==> src/include/amp_seq_pkg.sv <==
// Purpose: shared constants and types for the amplifier mode and start-up sequencer
// Assumes: 40 MHz mclk, Avalon-MM register port with 32-bit data
// Notes:   all timing counts are derived here from times in their own units
// Summary of operation
// - A high sleep input puts the block in sleep, a low one lets it return to normal operation.
// - In sleep every function stops and every gate output sits at its transistor-off level.
// - A high sleep input forces the fault warning output low and clears any latched fault.
// - A falling mute input starts the restart sequence, and running resumes only after it ends.
// - While mute is high the internal clock stops and every gate output is at its off level.
// - After power-up nothing starts until both driver and logic supply-good indications are high.
// - Mute is held through the whole starting period and released only after it has elapsed.
// - A logic-supply deviation of 10% forces mute to avoid turn-off pop.
// - Entering sleep asserts mute in the same instant so switching stops with it.
// - Leaving sleep runs the same starting sequence as power-up before mute is released.
// - Starting time follows the reference capacitor: 0.13 s, 0.33 s, 0.85 s or 1.40 s; here picked by the control register select field.
// - A sense condition that persists for 0.4 us latches the fault warning output high.
// - Overcurrent detection on both channels is suspended in sleep or mute.
// - Over-temperature detection is disabled in sleep.
package amp_seq_pkg;

  // ----------------------------------------
  // Clock and timing
  // ----------------------------------------
  localparam int CLK_KHZ          = 40000;
  localparam int DETECT_DELAY_NS  = 400;
  localparam int DETECT_CYCLES    = (DETECT_DELAY_NS * CLK_KHZ + 999999) / 1000000;
  localparam int START_MS_2UF     = 130;
  localparam int START_MS_10UF    = 330;
  localparam int START_MS_30UF    = 850;
  localparam int START_MS_50UF    = 1400;
  localparam int START_CYC_2UF    = START_MS_2UF * CLK_KHZ;
  localparam int START_CYC_10UF   = START_MS_10UF * CLK_KHZ;
  localparam int START_CYC_30UF   = START_MS_30UF * CLK_KHZ;
  localparam int START_CYC_50UF   = START_MS_50UF * CLK_KHZ;
  localparam int CNT_W            = 32;

  // ----------------------------------------
  // Register map (byte addresses)
  // ----------------------------------------
  localparam int          ADDR_W       = 4;
  localparam logic [3:0]  OFS_STATUS   = 4'h0;
  localparam logic [3:0]  OFS_CONTROL  = 4'h4;
  localparam logic [3:0]  OFS_IRQ_STAT = 4'h8;
  localparam logic [3:0]  OFS_IRQ_MASK = 4'hC;
  localparam logic [1:0]  SEL_RESET    = 2'h0;
  localparam int          CTL_SEL_LSB  = 0;
  localparam int          CTL_SOFTMUTE = 2;
  localparam int          IRQ_W        = 4;
  localparam int          IRQ_START    = 0;
  localparam int          IRQ_FAULT    = 1;
  localparam int          IRQ_SUPPLY   = 2;
  localparam int          IRQ_SLEEP    = 3;

  // ----------------------------------------
  // Types
  // ----------------------------------------
  typedef enum logic [2:0] {
    ST_POWER_DOWN,
    ST_SLEEP,
    ST_STARTING,
    ST_RUN,
    ST_MUTED
  } seq_state_t;

  typedef struct packed {
    logic highP;
    logic highN;
    logic lowP;
    logic lowN;
  } chan_gate_t;

  typedef struct packed {
    chan_gate_t left;
    chan_gate_t right;
  } gate_drive_t;

  typedef struct packed {
    logic ocLeftP;
    logic ocLeftN;
    logic ocRightP;
    logic ocRightN;
    logic thermal;
  } sense_in_t;

  localparam int          SENSE_W   = 5;
  localparam int          SENSE_OC  = 4;
  // P-channel gates off when high, N-channel gates off when low
  localparam chan_gate_t  CHAN_OFF  = 4'hA;
  localparam gate_drive_t GATES_OFF = {CHAN_OFF, CHAN_OFF};

endpackage : amp_seq_pkg

==> src/amp_mode_startup_sequencer.sv <==
// Purpose: sleep, mute and start-up sequencing for a two-channel switching amplifier
// Assumes: 40 mclk cycles per microsecond, supply-good and sense pins from comparators
// Notes:   gate outputs follow the modulator only in the run state
//
// Our own choices: the register offsets and register access over Avalon-MM.
`timescale 1ns/1ps
module amp_mode_startup_sequencer #(
  parameter int START_CYC_A = amp_seq_pkg::START_CYC_2UF,
  parameter int START_CYC_B = amp_seq_pkg::START_CYC_10UF,
  parameter int START_CYC_C = amp_seq_pkg::START_CYC_30UF,
  parameter int START_CYC_D = amp_seq_pkg::START_CYC_50UF,
  parameter int DETECT_CYC  = amp_seq_pkg::DETECT_CYCLES
) (
  // Clock and reset
  input  wire logic                              mclk,
  input  wire logic                              reset_n,
  // Avalon-MM slave
  input  wire logic [amp_seq_pkg::ADDR_W-1:0]    address,
  input  wire logic                              read,
  input  wire logic                              write,
  input  wire logic [31:0]                       writedata,
  input  wire logic [3:0]                        byteenable,
  output logic      [31:0]                       readdata,
  output logic                                   waitrequest,
  output logic                                   irq,
  // Control pins and supply monitors
  input  wire logic                              sleepPin,
  input  wire logic                              mutePin,
  input  wire logic                              driverSupplyGood,
  input  wire logic                              logicSupplyGood,
  input  wire logic                              logicSupplyDrift,
  // Sense comparators and modulator drive
  input  wire amp_seq_pkg::sense_in_t            senseIn,
  input  wire amp_seq_pkg::gate_drive_t          pwmIn,
  // Gate outputs and status pins
  output amp_seq_pkg::gate_drive_t               gateOut,
  output logic                                   faultWarningOut,
  output logic                                   muteActive,
  output logic                                   internalClockRun
);

  // ----------------------------------------
  // Reset release and pin synchronisation
  // ----------------------------------------
  logic [1:0] rstPipeQ;
  logic       rstN;

  // Reset asserts at once, releases after two clean edges
  always_ff @(posedge mclk or negedge reset_n)
  begin
    if (!reset_n)
      rstPipeQ <= 2'h0;
    else
      rstPipeQ <= {rstPipeQ[0], 1'b1};
  end
  assign rstN = rstPipeQ[1];

  logic                   sleepS;
  logic                   muteS;
  logic                   drvGoodS;
  logic                   logGoodS;
  logic                   driftS;
  amp_seq_pkg::sense_in_t senseS;

  // Every pin crosses two flops before use
  pin_sync #(
    .WIDTH (5 + amp_seq_pkg::SENSE_W)
  ) u_sync (
    .clk     (mclk),
    .rstN    (rstN),
    .pinIn   ({sleepPin, mutePin, driverSupplyGood, logicSupplyGood,
               logicSupplyDrift, senseIn}),
    .syncOut ({sleepS, muteS, drvGoodS, logGoodS, driftS, senseS})
  );

  // ----------------------------------------
  // Software control registers
  // ----------------------------------------
  logic [1:0]                  startSelQ;
  logic                        softMuteQ;
  logic [amp_seq_pkg::IRQ_W-1:0] irqStatQ;
  logic [amp_seq_pkg::IRQ_W-1:0] irqMaskQ;
  logic                        ackQ;
  logic                        wrEn;
  logic                        rdEn;

  // One wait cycle per access, then the answer
  assign waitrequest = (read || write) && !ackQ;
  assign wrEn        = write && ackQ && byteenable[0];
  assign rdEn        = read && !ackQ;

  always_ff @(posedge mclk or negedge rstN)
  begin
    if (!rstN)
      ackQ <= 1'b0;
    else
      ackQ <= (read || write) && !ackQ;
  end

  // Control register: start time select and software mute
  always_ff @(posedge mclk or negedge rstN)
  begin
    if (!rstN)
    begin
      startSelQ <= amp_seq_pkg::SEL_RESET;
      softMuteQ <= 1'b0;
    end
    else if (wrEn && address == amp_seq_pkg::OFS_CONTROL)
    begin
      startSelQ <= writedata[amp_seq_pkg::CTL_SEL_LSB +: 2];
      softMuteQ <= writedata[amp_seq_pkg::CTL_SOFTMUTE];
    end
  end

  // Interrupt mask register
  always_ff @(posedge mclk or negedge rstN)
  begin
    if (!rstN)
      irqMaskQ <= '0;
    else if (wrEn && address == amp_seq_pkg::OFS_IRQ_MASK)
      irqMaskQ <= writedata[amp_seq_pkg::IRQ_W-1:0];
  end

  // ----------------------------------------
  // Mode sequencer
  // ----------------------------------------
  amp_seq_pkg::seq_state_t stateQ;
  amp_seq_pkg::seq_state_t stateD;
  logic [amp_seq_pkg::CNT_W-1:0] cntQ;
  logic [amp_seq_pkg::CNT_W-1:0] startTarget;
  logic                          suppliesOk;
  logic                          muteReq;
  logic                          startDone;

  assign suppliesOk = drvGoodS && logGoodS;
  assign muteReq    = muteS || driftS || softMuteQ;

  // Start time chosen by the control register select field, one value per reference capacitor
  always_comb
  begin
    if (startSelQ == 2'h0)
      startTarget = amp_seq_pkg::CNT_W'(START_CYC_A);
    else if (startSelQ == 2'h1)
      startTarget = amp_seq_pkg::CNT_W'(START_CYC_B);
    else if (startSelQ == 2'h2)
      startTarget = amp_seq_pkg::CNT_W'(START_CYC_C);
    else
      startTarget = amp_seq_pkg::CNT_W'(START_CYC_D);
  end

  assign startDone = (cntQ >= startTarget - amp_seq_pkg::CNT_W'(1));

  // Supply loss outranks sleep, sleep outranks everything else
  always_comb
  begin
    stateD = stateQ;
    if (!suppliesOk)
      stateD = amp_seq_pkg::ST_POWER_DOWN;
    else if (sleepS)
      stateD = amp_seq_pkg::ST_SLEEP;
    else
    begin
      case (stateQ)
        amp_seq_pkg::ST_POWER_DOWN: stateD = amp_seq_pkg::ST_STARTING;
        amp_seq_pkg::ST_SLEEP:      stateD = amp_seq_pkg::ST_STARTING;
        amp_seq_pkg::ST_STARTING:
          if (startDone)
            stateD = muteReq ? amp_seq_pkg::ST_MUTED : amp_seq_pkg::ST_RUN;
        amp_seq_pkg::ST_RUN:
          if (muteReq)
            stateD = amp_seq_pkg::ST_MUTED;
        amp_seq_pkg::ST_MUTED:
          if (!muteReq)
            stateD = amp_seq_pkg::ST_STARTING;
        default:    stateD = amp_seq_pkg::ST_POWER_DOWN;
      endcase
    end
  end

  always_ff @(posedge mclk or negedge rstN)
  begin
    if (!rstN)
      stateQ <= amp_seq_pkg::ST_POWER_DOWN;
    else
      stateQ <= stateD;
  end

  // Start counter runs only inside the starting state
  always_ff @(posedge mclk or negedge rstN)
  begin
    if (!rstN)
      cntQ <= '0;
    else if (stateD != amp_seq_pkg::ST_STARTING || stateQ != amp_seq_pkg::ST_STARTING)
      cntQ <= '0;
    else
      cntQ <= cntQ + amp_seq_pkg::CNT_W'(1);
  end

  // ----------------------------------------
  // Gate drive, mute and clock outputs
  // ----------------------------------------
  // Registered from the next state so sleep and mute cut drive in one edge
  always_ff @(posedge mclk or negedge rstN)
  begin
    if (!rstN)
    begin
      gateOut          <= amp_seq_pkg::GATES_OFF;
      muteActive       <= 1'b1;
      internalClockRun <= 1'b0;
    end
    else
    begin
      gateOut          <= (stateD == amp_seq_pkg::ST_RUN) ? pwmIn : amp_seq_pkg::GATES_OFF;
      muteActive       <= (stateD != amp_seq_pkg::ST_RUN);
      internalClockRun <= (stateD == amp_seq_pkg::ST_RUN);
    end
  end

  // ----------------------------------------
  // Protection
  // ----------------------------------------
  logic [amp_seq_pkg::SENSE_W-1:0] senseEn;
  logic                            faultQ;
  logic                            ocOn;
  logic                            tempOn;

  // Transistors are off outside run, so current sensing is meaningless there
  assign ocOn   = (stateQ == amp_seq_pkg::ST_RUN);
  assign tempOn = (stateQ != amp_seq_pkg::ST_SLEEP) && suppliesOk;
  assign senseEn = {{amp_seq_pkg::SENSE_OC{ocOn}}, tempOn};

  fault_detect #(
    .SRC   (amp_seq_pkg::SENSE_W),
    .DELAY (DETECT_CYC)
  ) u_fault (
    .clk    (mclk),
    .rstN   (rstN),
    .sense  (senseS),
    .enable (senseEn),
    .clear  (sleepS || !suppliesOk),
    .faultQ (faultQ)
  );
  assign faultWarningOut = faultQ;

  // ----------------------------------------
  // Interrupt status
  // ----------------------------------------
  logic                          faultPrevQ;
  logic                          okPrevQ;
  logic                          sleepPrevQ;
  logic [amp_seq_pkg::IRQ_W-1:0] events;
  logic [amp_seq_pkg::IRQ_W-1:0] w1c;

  always_ff @(posedge mclk or negedge rstN)
  begin
    if (!rstN)
    begin
      faultPrevQ <= 1'b0;
      okPrevQ    <= 1'b0;
      sleepPrevQ <= 1'b0;
    end
    else
    begin
      faultPrevQ <= faultQ;
      okPrevQ    <= suppliesOk;
      sleepPrevQ <= sleepS;
    end
  end

  always_comb
  begin
    events = '0;
    events[amp_seq_pkg::IRQ_START]  = (stateQ == amp_seq_pkg::ST_STARTING)
                                      && (stateD != amp_seq_pkg::ST_STARTING)
                                      && suppliesOk && !sleepS;
    events[amp_seq_pkg::IRQ_FAULT]  = faultQ && !faultPrevQ;
    events[amp_seq_pkg::IRQ_SUPPLY] = okPrevQ && !suppliesOk;
    events[amp_seq_pkg::IRQ_SLEEP]  = sleepS && !sleepPrevQ;
  end

  assign w1c = (wrEn && address == amp_seq_pkg::OFS_IRQ_STAT)
               ? writedata[amp_seq_pkg::IRQ_W-1:0] : '0;

  // Sticky bits; a new event in the clearing cycle survives
  always_ff @(posedge mclk or negedge rstN)
  begin
    if (!rstN)
      irqStatQ <= '0;
    else
      irqStatQ <= (irqStatQ & ~w1c) | events;
  end

  assign irq = |(irqStatQ & irqMaskQ);

  // ----------------------------------------
  // Read data
  // ----------------------------------------
  always_ff @(posedge mclk or negedge rstN)
  begin
    if (!rstN)
      readdata <= '0;
    else if (rdEn)
    begin
      if (address == amp_seq_pkg::OFS_STATUS)
        readdata <= {22'h0, internalClockRun, muteActive, faultQ, logGoodS, drvGoodS,
                     sleepS, muteS, 3'(stateQ)};
      else if (address == amp_seq_pkg::OFS_CONTROL)
        readdata <= {29'h0, softMuteQ, startSelQ};
      else if (address == amp_seq_pkg::OFS_IRQ_STAT)
        readdata <= {28'h0, irqStatQ};
      else if (address == amp_seq_pkg::OFS_IRQ_MASK)
        readdata <= {28'h0, irqMaskQ};
      else
        readdata <= '0; // Unmapped reads as zero
    end
  end
endmodule : amp_mode_startup_sequencer

==> src/pin_sync.sv <==
// Purpose: two-flop synchroniser bank for asynchronous pins
// Assumes: inputs are levels, slower than the clock
// Notes:   first stage is read only by the second stage
`timescale 1ns/1ps
module pin_sync #(
  parameter int WIDTH = 1
) (
  // Clock and reset
  input  wire logic             clk,
  input  wire logic             rstN,
  // Pins
  input  wire logic [WIDTH-1:0] pinIn,
  output logic      [WIDTH-1:0] syncOut
);

  logic [WIDTH-1:0] stage1Q;

  // Two flops to settle metastability
  always_ff @(posedge clk or negedge rstN)
  begin
    if (!rstN)
    begin
      stage1Q <= '0;
      syncOut <= '0;
    end
    else
    begin
      stage1Q <= pinIn;
      syncOut <= stage1Q;
    end
  end

endmodule : pin_sync

==> src/fault_detect.sv <==
// Purpose: persistence filters on sense inputs and the latched fault warning
// Assumes: sense and enable inputs already synchronous to clk
// Notes:   clear beats any set, the warning is forced low while clear is high
`timescale 1ns/1ps
module fault_detect #(
  parameter int SRC    = 5,
  parameter int DELAY  = amp_seq_pkg::DETECT_CYCLES
) (
  // Clock and reset
  input  wire logic           clk,
  input  wire logic           rstN,
  // Sense conditions
  input  wire logic [SRC-1:0] sense,
  input  wire logic [SRC-1:0] enable,
  input  wire logic           clear,
  // Latched warning
  output logic                faultQ
);

  localparam int CW = $clog2(DELAY + 1);
  localparam logic [CW-1:0] LAST = CW'(DELAY - 1);

  logic [SRC-1:0] hit;

  // One persistence counter per source; disabled sources hold at zero
  generate
    for (genvar i = 0; i < SRC; i++)
    begin : g_src
      logic [CW-1:0] runQ;
      always_ff @(posedge clk or negedge rstN)
      begin
        if (!rstN)
          runQ <= '0;
        else if (!(sense[i] && enable[i]))
          runQ <= '0;
        else if (runQ != LAST)
          runQ <= runQ + CW'(1);
      end
      assign hit[i] = sense[i] && enable[i] && (runQ == LAST);
    end
  endgenerate

  // Warning latch, clear wins to match the forced-low behaviour in sleep
  always_ff @(posedge clk or negedge rstN)
  begin
    if (!rstN)
      faultQ <= 1'b0;
    else if (clear)
      faultQ <= 1'b0;
    else if (|hit)
      faultQ <= 1'b1;
  end
endmodule : fault_detect

==> config.mk <==
export PLATFORM = sky130hd
export DESIGN_NAME = amp_mode_startup_sequencer
export DESIGN_NICKNAME = d
export VERILOG_FILES = /design/src/include/amp_seq_pkg.sv /design/src/amp_mode_startup_sequencer.sv /design/src/pin_sync.sv /design/src/fault_detect.sv
export SDC_FILE = /design/constraint.sdc
export NUM_CORES = 1
export LEC_CHECK = 0
export BUFFER_PORTS_ARGS = -buffer_cell sky130_fd_sc_hd__buf_4
export CORE_MARGIN = 5
export CORE_UTILIZATION = 45
export CTS_BUF_LIST = sky130_fd_sc_hd__clkbuf_8
export CTS_CLUSTER_SIZE = 20
export DETAILED_ROUTE_END_ITERATION = 8
export GPL_TIMING_DRIVEN = 1
export PLACE_DENSITY = 0.7
export SYNTH_ARGS = -nofsm -noshare
export SYNTH_HDL_FRONTEND = slang
export SYNTH_SLANG_ARGS = --single-unit
==> constraint.sdc <==
create_clock -name mclk -period 6.8 [get_ports mclk]
set_clock_uncertainty 0.05 [all_clocks]
set_input_delay 0.34 -clock mclk [delete_from_list [all_inputs] [get_ports mclk]]
set_output_delay 0.34 -clock mclk [all_outputs]
set_load 0.005 [all_outputs]
==> results of run 1 <==
## per-stage QoR
step,cell area (um2),hold WS [ps]
final,6676,63.76
after detailed placement,6153,73.03
after CTS,6676,43.90
after global routing,6676,29.64
after floorplan,5794,-5.591
after global placement,6153,72.41
## kinds of logic (layout without fill, tap and decap cells)
kind of cell | count (synthesis) | in the layout | share of synthesized area
muxes | 16 | 16 | 0.03626
buffers and inverters | 60 | 120 | 0.06176
other | 2 | 29 | 0.001319
xor gates and xnor gates | 41 | 41 | 0.06308
AOI/OAI and AO/OA | 48 | 48 | 0.05934
adders and majority gates | 32 | 32 | 0.07033
and+or+nand+nor | 189 | 189 | 0.1881
DFF | 118 | 118 | 0.5198
## worst max-delay path, cell delays in order (launching register included)
cell and delay [ps]:
dfrtp_1 510, inv_1 190, ha_1 210, or2_2 270, ha_1 290, a21o_1 180
a311oi_1 280, a21oi_1 190, or4_4 810, nor2_4 180
## synth_stat cells (all sizes together), types with 2 or more instances
cell type	n	share of area
mux4	3	0.012
mux2	7	0.014
xor2	30	0.046
o31ai	2	0.0035
clkbuf	10	0.0066
nor2b	7	0.0077
or3	5	0.0055
a31oi	2	0.0022
nor3b	2	0.0026
nor2	75	0.075
o21ai	7	0.0062
nand3	13	0.011
nand4	9	0.0099
buf	27	0.040
mux2i	6	0.011
conb	2	0.0013
and3	10	0.011
dfstp	5	0.023
nand2	34	0.022
xnor2	11	0.017
ha	32	0.070
inv	23	0.015
nor3	12	0.011
dfrtp	113	0.50
a21oi	11	0.0097
a22oi	4	0.0053
a21o	2	0.0026
nand2b	3	0.0033
nand4b	7	0.011
and4	5	0.0081
nor4	2	0.0022
a22o	11	0.017
## flip-flops by register name, indices dropped and copies added, names as in the netlist
register and cells:
ackQ 1, cntQ 32, faultPrevQ 1, gateOut 8, internalClockRun 1, irqMaskQ 4
irqStatQ 4, muteActive 1, okPrevQ 1, readdata 10, rstPipeQ 2, sleepPrevQ 1
softMuteQ 1, startSelQ 2, stateQ 3, u_fault.faultQ 1, u_fault.g_src.runQ 25, u_sync.stage1Q 10
u_sync.syncOut 10
## power groups by stage
stage                     clock network, mW  logic [mW]  registers (mW)
final                                 0.662       0.102           0.743
after global routing                  0.711       0.116           0.747
after CTS                             0.674       0.103           0.743
after detailed placement                  0      0.0970           0.757
after global placement                    0      0.0933           0.755
after floorplan                           0      0.0623           0.756
## final timing paths
path	slack, ps	to	cells after the start
max	3530	cntQ[14]	9
min	60	gateOut[1]	2
max reg2reg	3530	cntQ[14]	9
min reg2reg	280	u_fault.g_src[3].runQ[3]	0
max in group asynchronous	5100	cntQ[7]	1
min in group asynchronous	170	rstPipeQ[0]	2
## layout make-up
type                       instances  area share
clock buffer                      17     0.03504
clock inverter                    15     0.02680
inverter                          23     0.01293
multi-input combinational        355      0.3720
sequential                       118      0.4438
tap                              172     0.03223
timing repair buffer              65     0.07721
## timing repair
item,CTS,global route
endpoints found under the hold margin,12,0
gates resized for setup,0,0
endpoints found under the setup margin,0,0
hold buffers,11,0
setup buffers,0,0
## layer usage
| metal | GRT usage | vias up |
|---|---|---|
| met3 | 0.04009 | 6 |
| met2 | 0.2580 | 71 |
| met4 | 0.06158 | 0 |
| met1 | 0.2004 | 1835 |
| met5 | 0 | - |
| li1 | - | 1839 |
==> results.sh, run 1 <==
export IMPL_cts_buffers=17
export IMPL_cts_tree="yes"
export IMPL_startpoint="startSelQ[1]"
export IMPL_seqCellArea_mm2=0.002963
export IMPL_pre_cts_ws_ps=3523
export IMPL_dieArea_mm2=0.01500
export IMPL_synth_async_reset_ratio=1.000
export IMPL_synth_ff_type="dfrtp_1"
export IMPL_cap_violations=0
export IMPL_final_util=0.5334
export IMPL_rsz0062_at_grt="no"
export IMPL_clkSinkCount=118
export IMPL_power_leakage_nw=3.063
export IMPL_ios=107
export IMPL_drive_above_1_share=0.2108
export IMPL_drt_total_wl_mm=10.92
export IMPL_grt_ovfl_total=0
export IMPL_synth_cells=506
export IMPL_cts_max_path_buffers=2
export IMPL_max_freq_ghz=0.3055
export IMPL_io_buffer_count=53
export IMPL_multi_input_area_mm2=0.002484
export IMPL_start_util=0.4548
export IMPL_clk_pin_slew_ps=70
export IMPL_p_total_mw=1.507
export IMPL_dp_cells=722
export IMPL_final_cells=765
export IMPL_cp_start_kind="flop"
export IMPL_p_int_mw=1.136
export IMPL_p_per_area_mw_per_mm2=225.8
export IMPL_cp_data_required_time_ps=7100
export IMPL_grt_pass1_vias=3872
export IMPL_ys_ff_latch=118
export IMPL_wl_met3_um=385
export IMPL_diodes=0
export IMPL_ant_nets=0
export IMPL_dieWidth_um=122.5
export IMPL_coreArea_mm2=0.01252
export IMPL_gp_congestion=0.8000
export IMPL_setup_viol=0
export IMPL_path_max_fanout=26
export IMPL_clock_latency_ps=420
export IMPL_tightest_slew_ps=1097
export IMPL_tns_ps=0
export IMPL_route_detailed_drc=0
export IMPL_p_switching_mw=0.3710
export IMPL_syn_cell_area_mm2=0.005693
export IMPL_irDropWorstVdd_mv=0.2028
export IMPL_yosysWarnings=0
export IMPL_synth_seq_area_share=0.5198
export IMPL_synth_area_per_cell_um2=11.25
export IMPL_antenna_found_initial=0
export IMPL_nFillCells=1094
export IMPL_first_iter_violations=127
export IMPL_dr_pass1_iters=4
export IMPL_outcome="completed"
export IMPL_vias=3751
export IMPL_hold_violations=0
export IMPL_final_cell_mix="dfrtp_1 (112), nor2_1 (55), buf_4 (54), nand2_1 (34), ha_1 (32)"
export IMPL_switching_share=0.2461
export IMPL_grt_usage=0.1573
export IMPL_rows=41
export IMPL_setup_ws_ps=3527
export IMPL_pwr_share_comb=0.068
export IMPL_htree_num_levels=4
export IMPL_syn2layout_area_growth_pct=17.27
export IMPL_crit_arrival_ps=3570
export IMPL_worstHoldStart="pwmIn[1]"
export IMPL_clockPowerShare=0.439
export IMPL_top_layer="met4"
export IMPL_synthDistinctLibCells=54
export IMPL_wl_per_cell_um=14.27
export IMPL_die_h_um=122.5
export IMPL_hpwl_mm=7.772
export IMPL_end_kind="flop"
export IMPL_grt_pass1_wl_mm=18.47
export IMPL_grt_max_degree=73
export IMPL_period_needed_ps=3273
export IMPL_nets=674
export IMPL_layout_commonest_cell="dfrtp_1"
export IMPL_slew_viol_final=0
export IMPL_seqPwrFrac=0.493
export IMPL_hp_class="input pin to flop"
export IMPL_synth_edf_count=0
export IMPL_relSlewSlack=0.2591
export IMPL_post_route_period_util=0.4813
export IMPL_cts_root_buffer="clkbuf_8"
export IMPL_rr_startpoint="startSelQ[1]"
export IMPL_viasPerCell=4.903
export IMPL_met1_length_mm=4.745
export IMPL_dr_wl_met2_mm=5.688
export IMPL_critical_path_class="flop to flop"
Power figures use the tool's default switching activity.
==> run 2: changes to the inputs <==
- ABC_AREA: not set -> 1
- clock period: 6.8 -> 3.25 ns (I/O delays scaled with it)
==> run 2 against run 1 <==
  * Fmax increased by 14%
  * Count of clock-buffer cells in the layout is the same
  * Combinational power grew 150%
  * Area after synthesis up 0.26%
  * First-iteration DRC count rose by 87%
  * Non-clock buffer count rose by 19
  * Wire length increased by 9.1%
  * Utilization grew 2.2 points
  * Worst setup slack worse by 3200 ps
  * Synthesized cell count is 24% higher
  * Worst hold slack gained 76 ps
  * Critical endpoint is now cntQ[18]
  * Largest power group unchanged
  * Highest routed layer unchanged
==> results.sh, run 2 <==
export IMPL_outcome="completed"
export IMPL_antenna_found_initial=0
export IMPL_layout_commonest_cell="nand2_1"
export IMPL_route_detailed_drc=0
export IMPL_coreArea_mm2=0.01252
export IMPL_clkSinkCount=118
export IMPL_worst_path_most_repeated_cell="nand2_1"
export IMPL_drive_above_1_share=0.1673
export IMPL_regMostFlops="cntQ"
export IMPL_yosysWarnings=0
export IMPL_crit_buf_inv=2
export IMPL_ys_top_cells_by_count="nand2_1 (124), dfrtp_1 (113), nor2_1 (84)"
export IMPL_grt_pass1_vias=4475
export IMPL_hp_class="input pin to flop"
export IMPL_grt_usage=0.1715
export IMPL_cp_top_family="simple AND/OR/NAND/NOR gates"
export IMPL_seqPwrFrac=0.492
export IMPL_hpwl_mm=8.484
export IMPL_diodes=0
export IMPL_syn2layout_area_growth_pct=21.90
export IMPL_critPathMaxStageDelay_ps=460
export IMPL_irDropWorstVdd_mv=0.3823
export IMPL_slowest_stage="dfrtp_1"
export IMPL_pwr_share_comb=0.079
export IMPL_max_freq_ghz=0.3477
export IMPL_io_buffer_count=53
export IMPL_crit_chain="inv_1 > ha_1 > or2_2 > ha_1 > a21oi_1 > nor2_1 > nor2_1 > nand3_1 > a21oi_1 > nand2_1 > nand2_1 > nand2_1 > nand2_1 > nand2_2 > nand2_2 > nand3_4 > buf_12 > nor2_1"
export IMPL_wl_per_cell_um=12.96
export IMPL_p_switching_mw=0.8379
export IMPL_r2r_cells=18
export IMPL_syn_cell_area_mm2=0.005708
export IMPL_cp_data_required_time_ps=3560
export IMPL_synth_cells=629
export IMPL_hold_depth=4
export IMPL_synthDistinctLibCells=40
export IMPL_crit_arrival_ps=3190
export IMPL_synth_top_area_share=0.4954
export IMPL_final_cell_mix="nand2_1 (124), dfrtp_1 (112), nor2_1 (84), inv_1 (81), buf_4 (56)"
export IMPL_synth_top_area_cell="dfrtp_1"
export IMPL_dieArea_mm2=0.01504
export IMPL_drt_total_wl_mm=11.91
export IMPL_critical_path_class="flop to flop"
export IMPL_synth_seq_area_share=0.5184
export IMPL_synth_area_per_cell_um2=9.075
export IMPL_first_iter_violations=237
export IMPL_worst_path_stages=18
export IMPL_synth_ff_type="dfrtp_1"
export IMPL_nFillCells=1109
export IMPL_ant_nets=0
export IMPL_die_h_um=122.6
export IMPL_top_regs="cntQ x32, u_fault.g_src.runQ x25"
export IMPL_grt_ovfl_total=0
export IMPL_startpoint="startSelQ[1]"
export IMPL_vias=4467
export IMPL_yosysMostFrequentCell="nand2_1"
export IMPL_dieWidth_um=122.6
export IMPL_power_leakage_nw=3.274
export IMPL_clock_latency_ps=440
export IMPL_synth_edf_count=0
export IMPL_cts_buffers=17
export IMPL_rows=41
export IMPL_tns_ps=0
export IMPL_htree_num_levels=4
export IMPL_viasPerCell=4.861
export IMPL_gp_congestion=0.8579
export IMPL_grt_pass1_wl_mm=20.20
export IMPL_rr_startpoint="startSelQ[1]"
export IMPL_dr_pass1_iters=5
export IMPL_grt_max_degree=70
export IMPL_relSlewSlack=0.5999
export IMPL_slew_viol_final=0
export IMPL_cts_max_path_buffers=2
export IMPL_hold_violations=0
export IMPL_final_util=0.5559
export IMPL_end_kind="flop"
export IMPL_setup_viol=0
export IMPL_final_cells=919
export IMPL_cp_start_kind="flop"
export IMPL_largest_reg_flops=32
export IMPL_p_int_mw=2.330
export IMPL_cts_root_buffer="clkbuf_8"
export IMPL_crit_end="cntQ[18]"
export IMPL_rsz0062_at_grt="no"
export IMPL_cts_tree="yes"
export IMPL_cap_violations=0
export IMPL_worst_r2r_setup_slack_ps=370
export IMPL_tightest_slew_ps=600.1
export IMPL_ios=107
export IMPL_timing_rr_end="cntQ[18]"
export IMPL_post_cts_resize_count=0
export IMPL_synthTopCellsByArea="dfrtp_1 (50%), nand2_1 (8.2%), ha_1 (7.0%), nor2_1 (5.5%), inv_1 (5.3%)"
export IMPL_clockPowerShare=0.429
export IMPL_clk_pin_slew_ps=80
export IMPL_dpl_cell_area_mm2=0.006297
export IMPL_path_max_fanout=27
export IMPL_finalInstanceArea_mm2=0.006958
export IMPL_period_needed_ps=2876
export IMPL_ys_ff_latch=118
export IMPL_start_util=0.4560
export IMPL_post_route_period_util=0.8850
export IMPL_switching_share=0.2645
export IMPL_p_per_area_mw_per_mm2=455.3
export IMPL_dp_cells=861
export IMPL_synth_async_reset_ratio=1.000
export IMPL_nets=828
run 2: changes by cell type after synthesis, moves of 12 or more:
cell	before	now
inv_1	23	80
nor2_4	19	2
xor2_1	30	15
nand2_1	34	124
o21ai_0	7	29
nor2_1	55	84
a21oi_1	11	23
run 2: cell type report:
type	count	area [um2]	area share
clock buffer	17	234.0	0.03363
tap	172	215.2	0.03093
inverter	82	307.8	0.04424
sequential	118	2963	0.4258
multi-input combinational	431	2351	0.3379
timing repair buffer	84	720.7	0.1036
clock inverter	15	166.4	0.02392
run 2: power groups by stage:
stage | clock network, mW | registers (mW) | logic, mW
after global routing | 1.46 | 1.57 | 0.286
after floorplan | 0 | 1.59 | 0.129
after global placement | 0 | 1.58 | 0.214
after CTS | 1.38 | 1.56 | 0.251
after detailed placement | 0 | 1.59 | 0.225
final | 1.36 | 1.56 | 0.252
run 2: how the worst min path moves through the flow:
stage,start,to,slack (ps)
after floorplan,reset_n,rstPipeQ[0],-180
after global placement,reset_n,rstPipeQ[0],-100
after detailed placement,reset_n,rstPipeQ[0],-100
after CTS,address[3],startSelQ[1],120
after global routing,address[2],irqStatQ[2],160
final,address[3],startSelQ[1],140
run 2: worst min-delay path, cell delays in order:
cell and delay (ps):
buf_4 100, inv_1 60, nand3_1 170, o21ai_0 100
run 2: kinds of logic after synthesis:
kind of cell	after synthesis	synth area share
simple gates	278	0.2159
flops	118	0.5184
buf+inv	107	0.08746
compound gates	68	0.06993
fa+ha+maj	32	0.07014
xor+xnor	24	0.03683
other cells	2	0.001316
run 2: metal layers:
metal / track usage / share of wire / up-vias
li1: - / - / 2170
met1: 0.2052 / 0.42 / 2168
met2: 0.2944 / 0.51 / 113
met3: 0.04654 / 0.053 / 16
met4: 0.06648 / 0.015 / 0
met5: 0 / 0 / -
run 2: stage by stage:
stage	setup slack (ps)	hold slack [ps]	power, mW
floorplan	663.1	-183.1	1.716
global placement	525.2	-104.2	1.798
detailed placement	438.9	-103.1	1.811
CTS	430.1	116.4	3.189
global route	101.6	158.4	3.313
finish	373.8	139.9	3.168
run 2: repair_timing:
action	CTS	global route
setup buffers	0	0
endpoints found under the hold margin	26	0
hold buffers	26	0
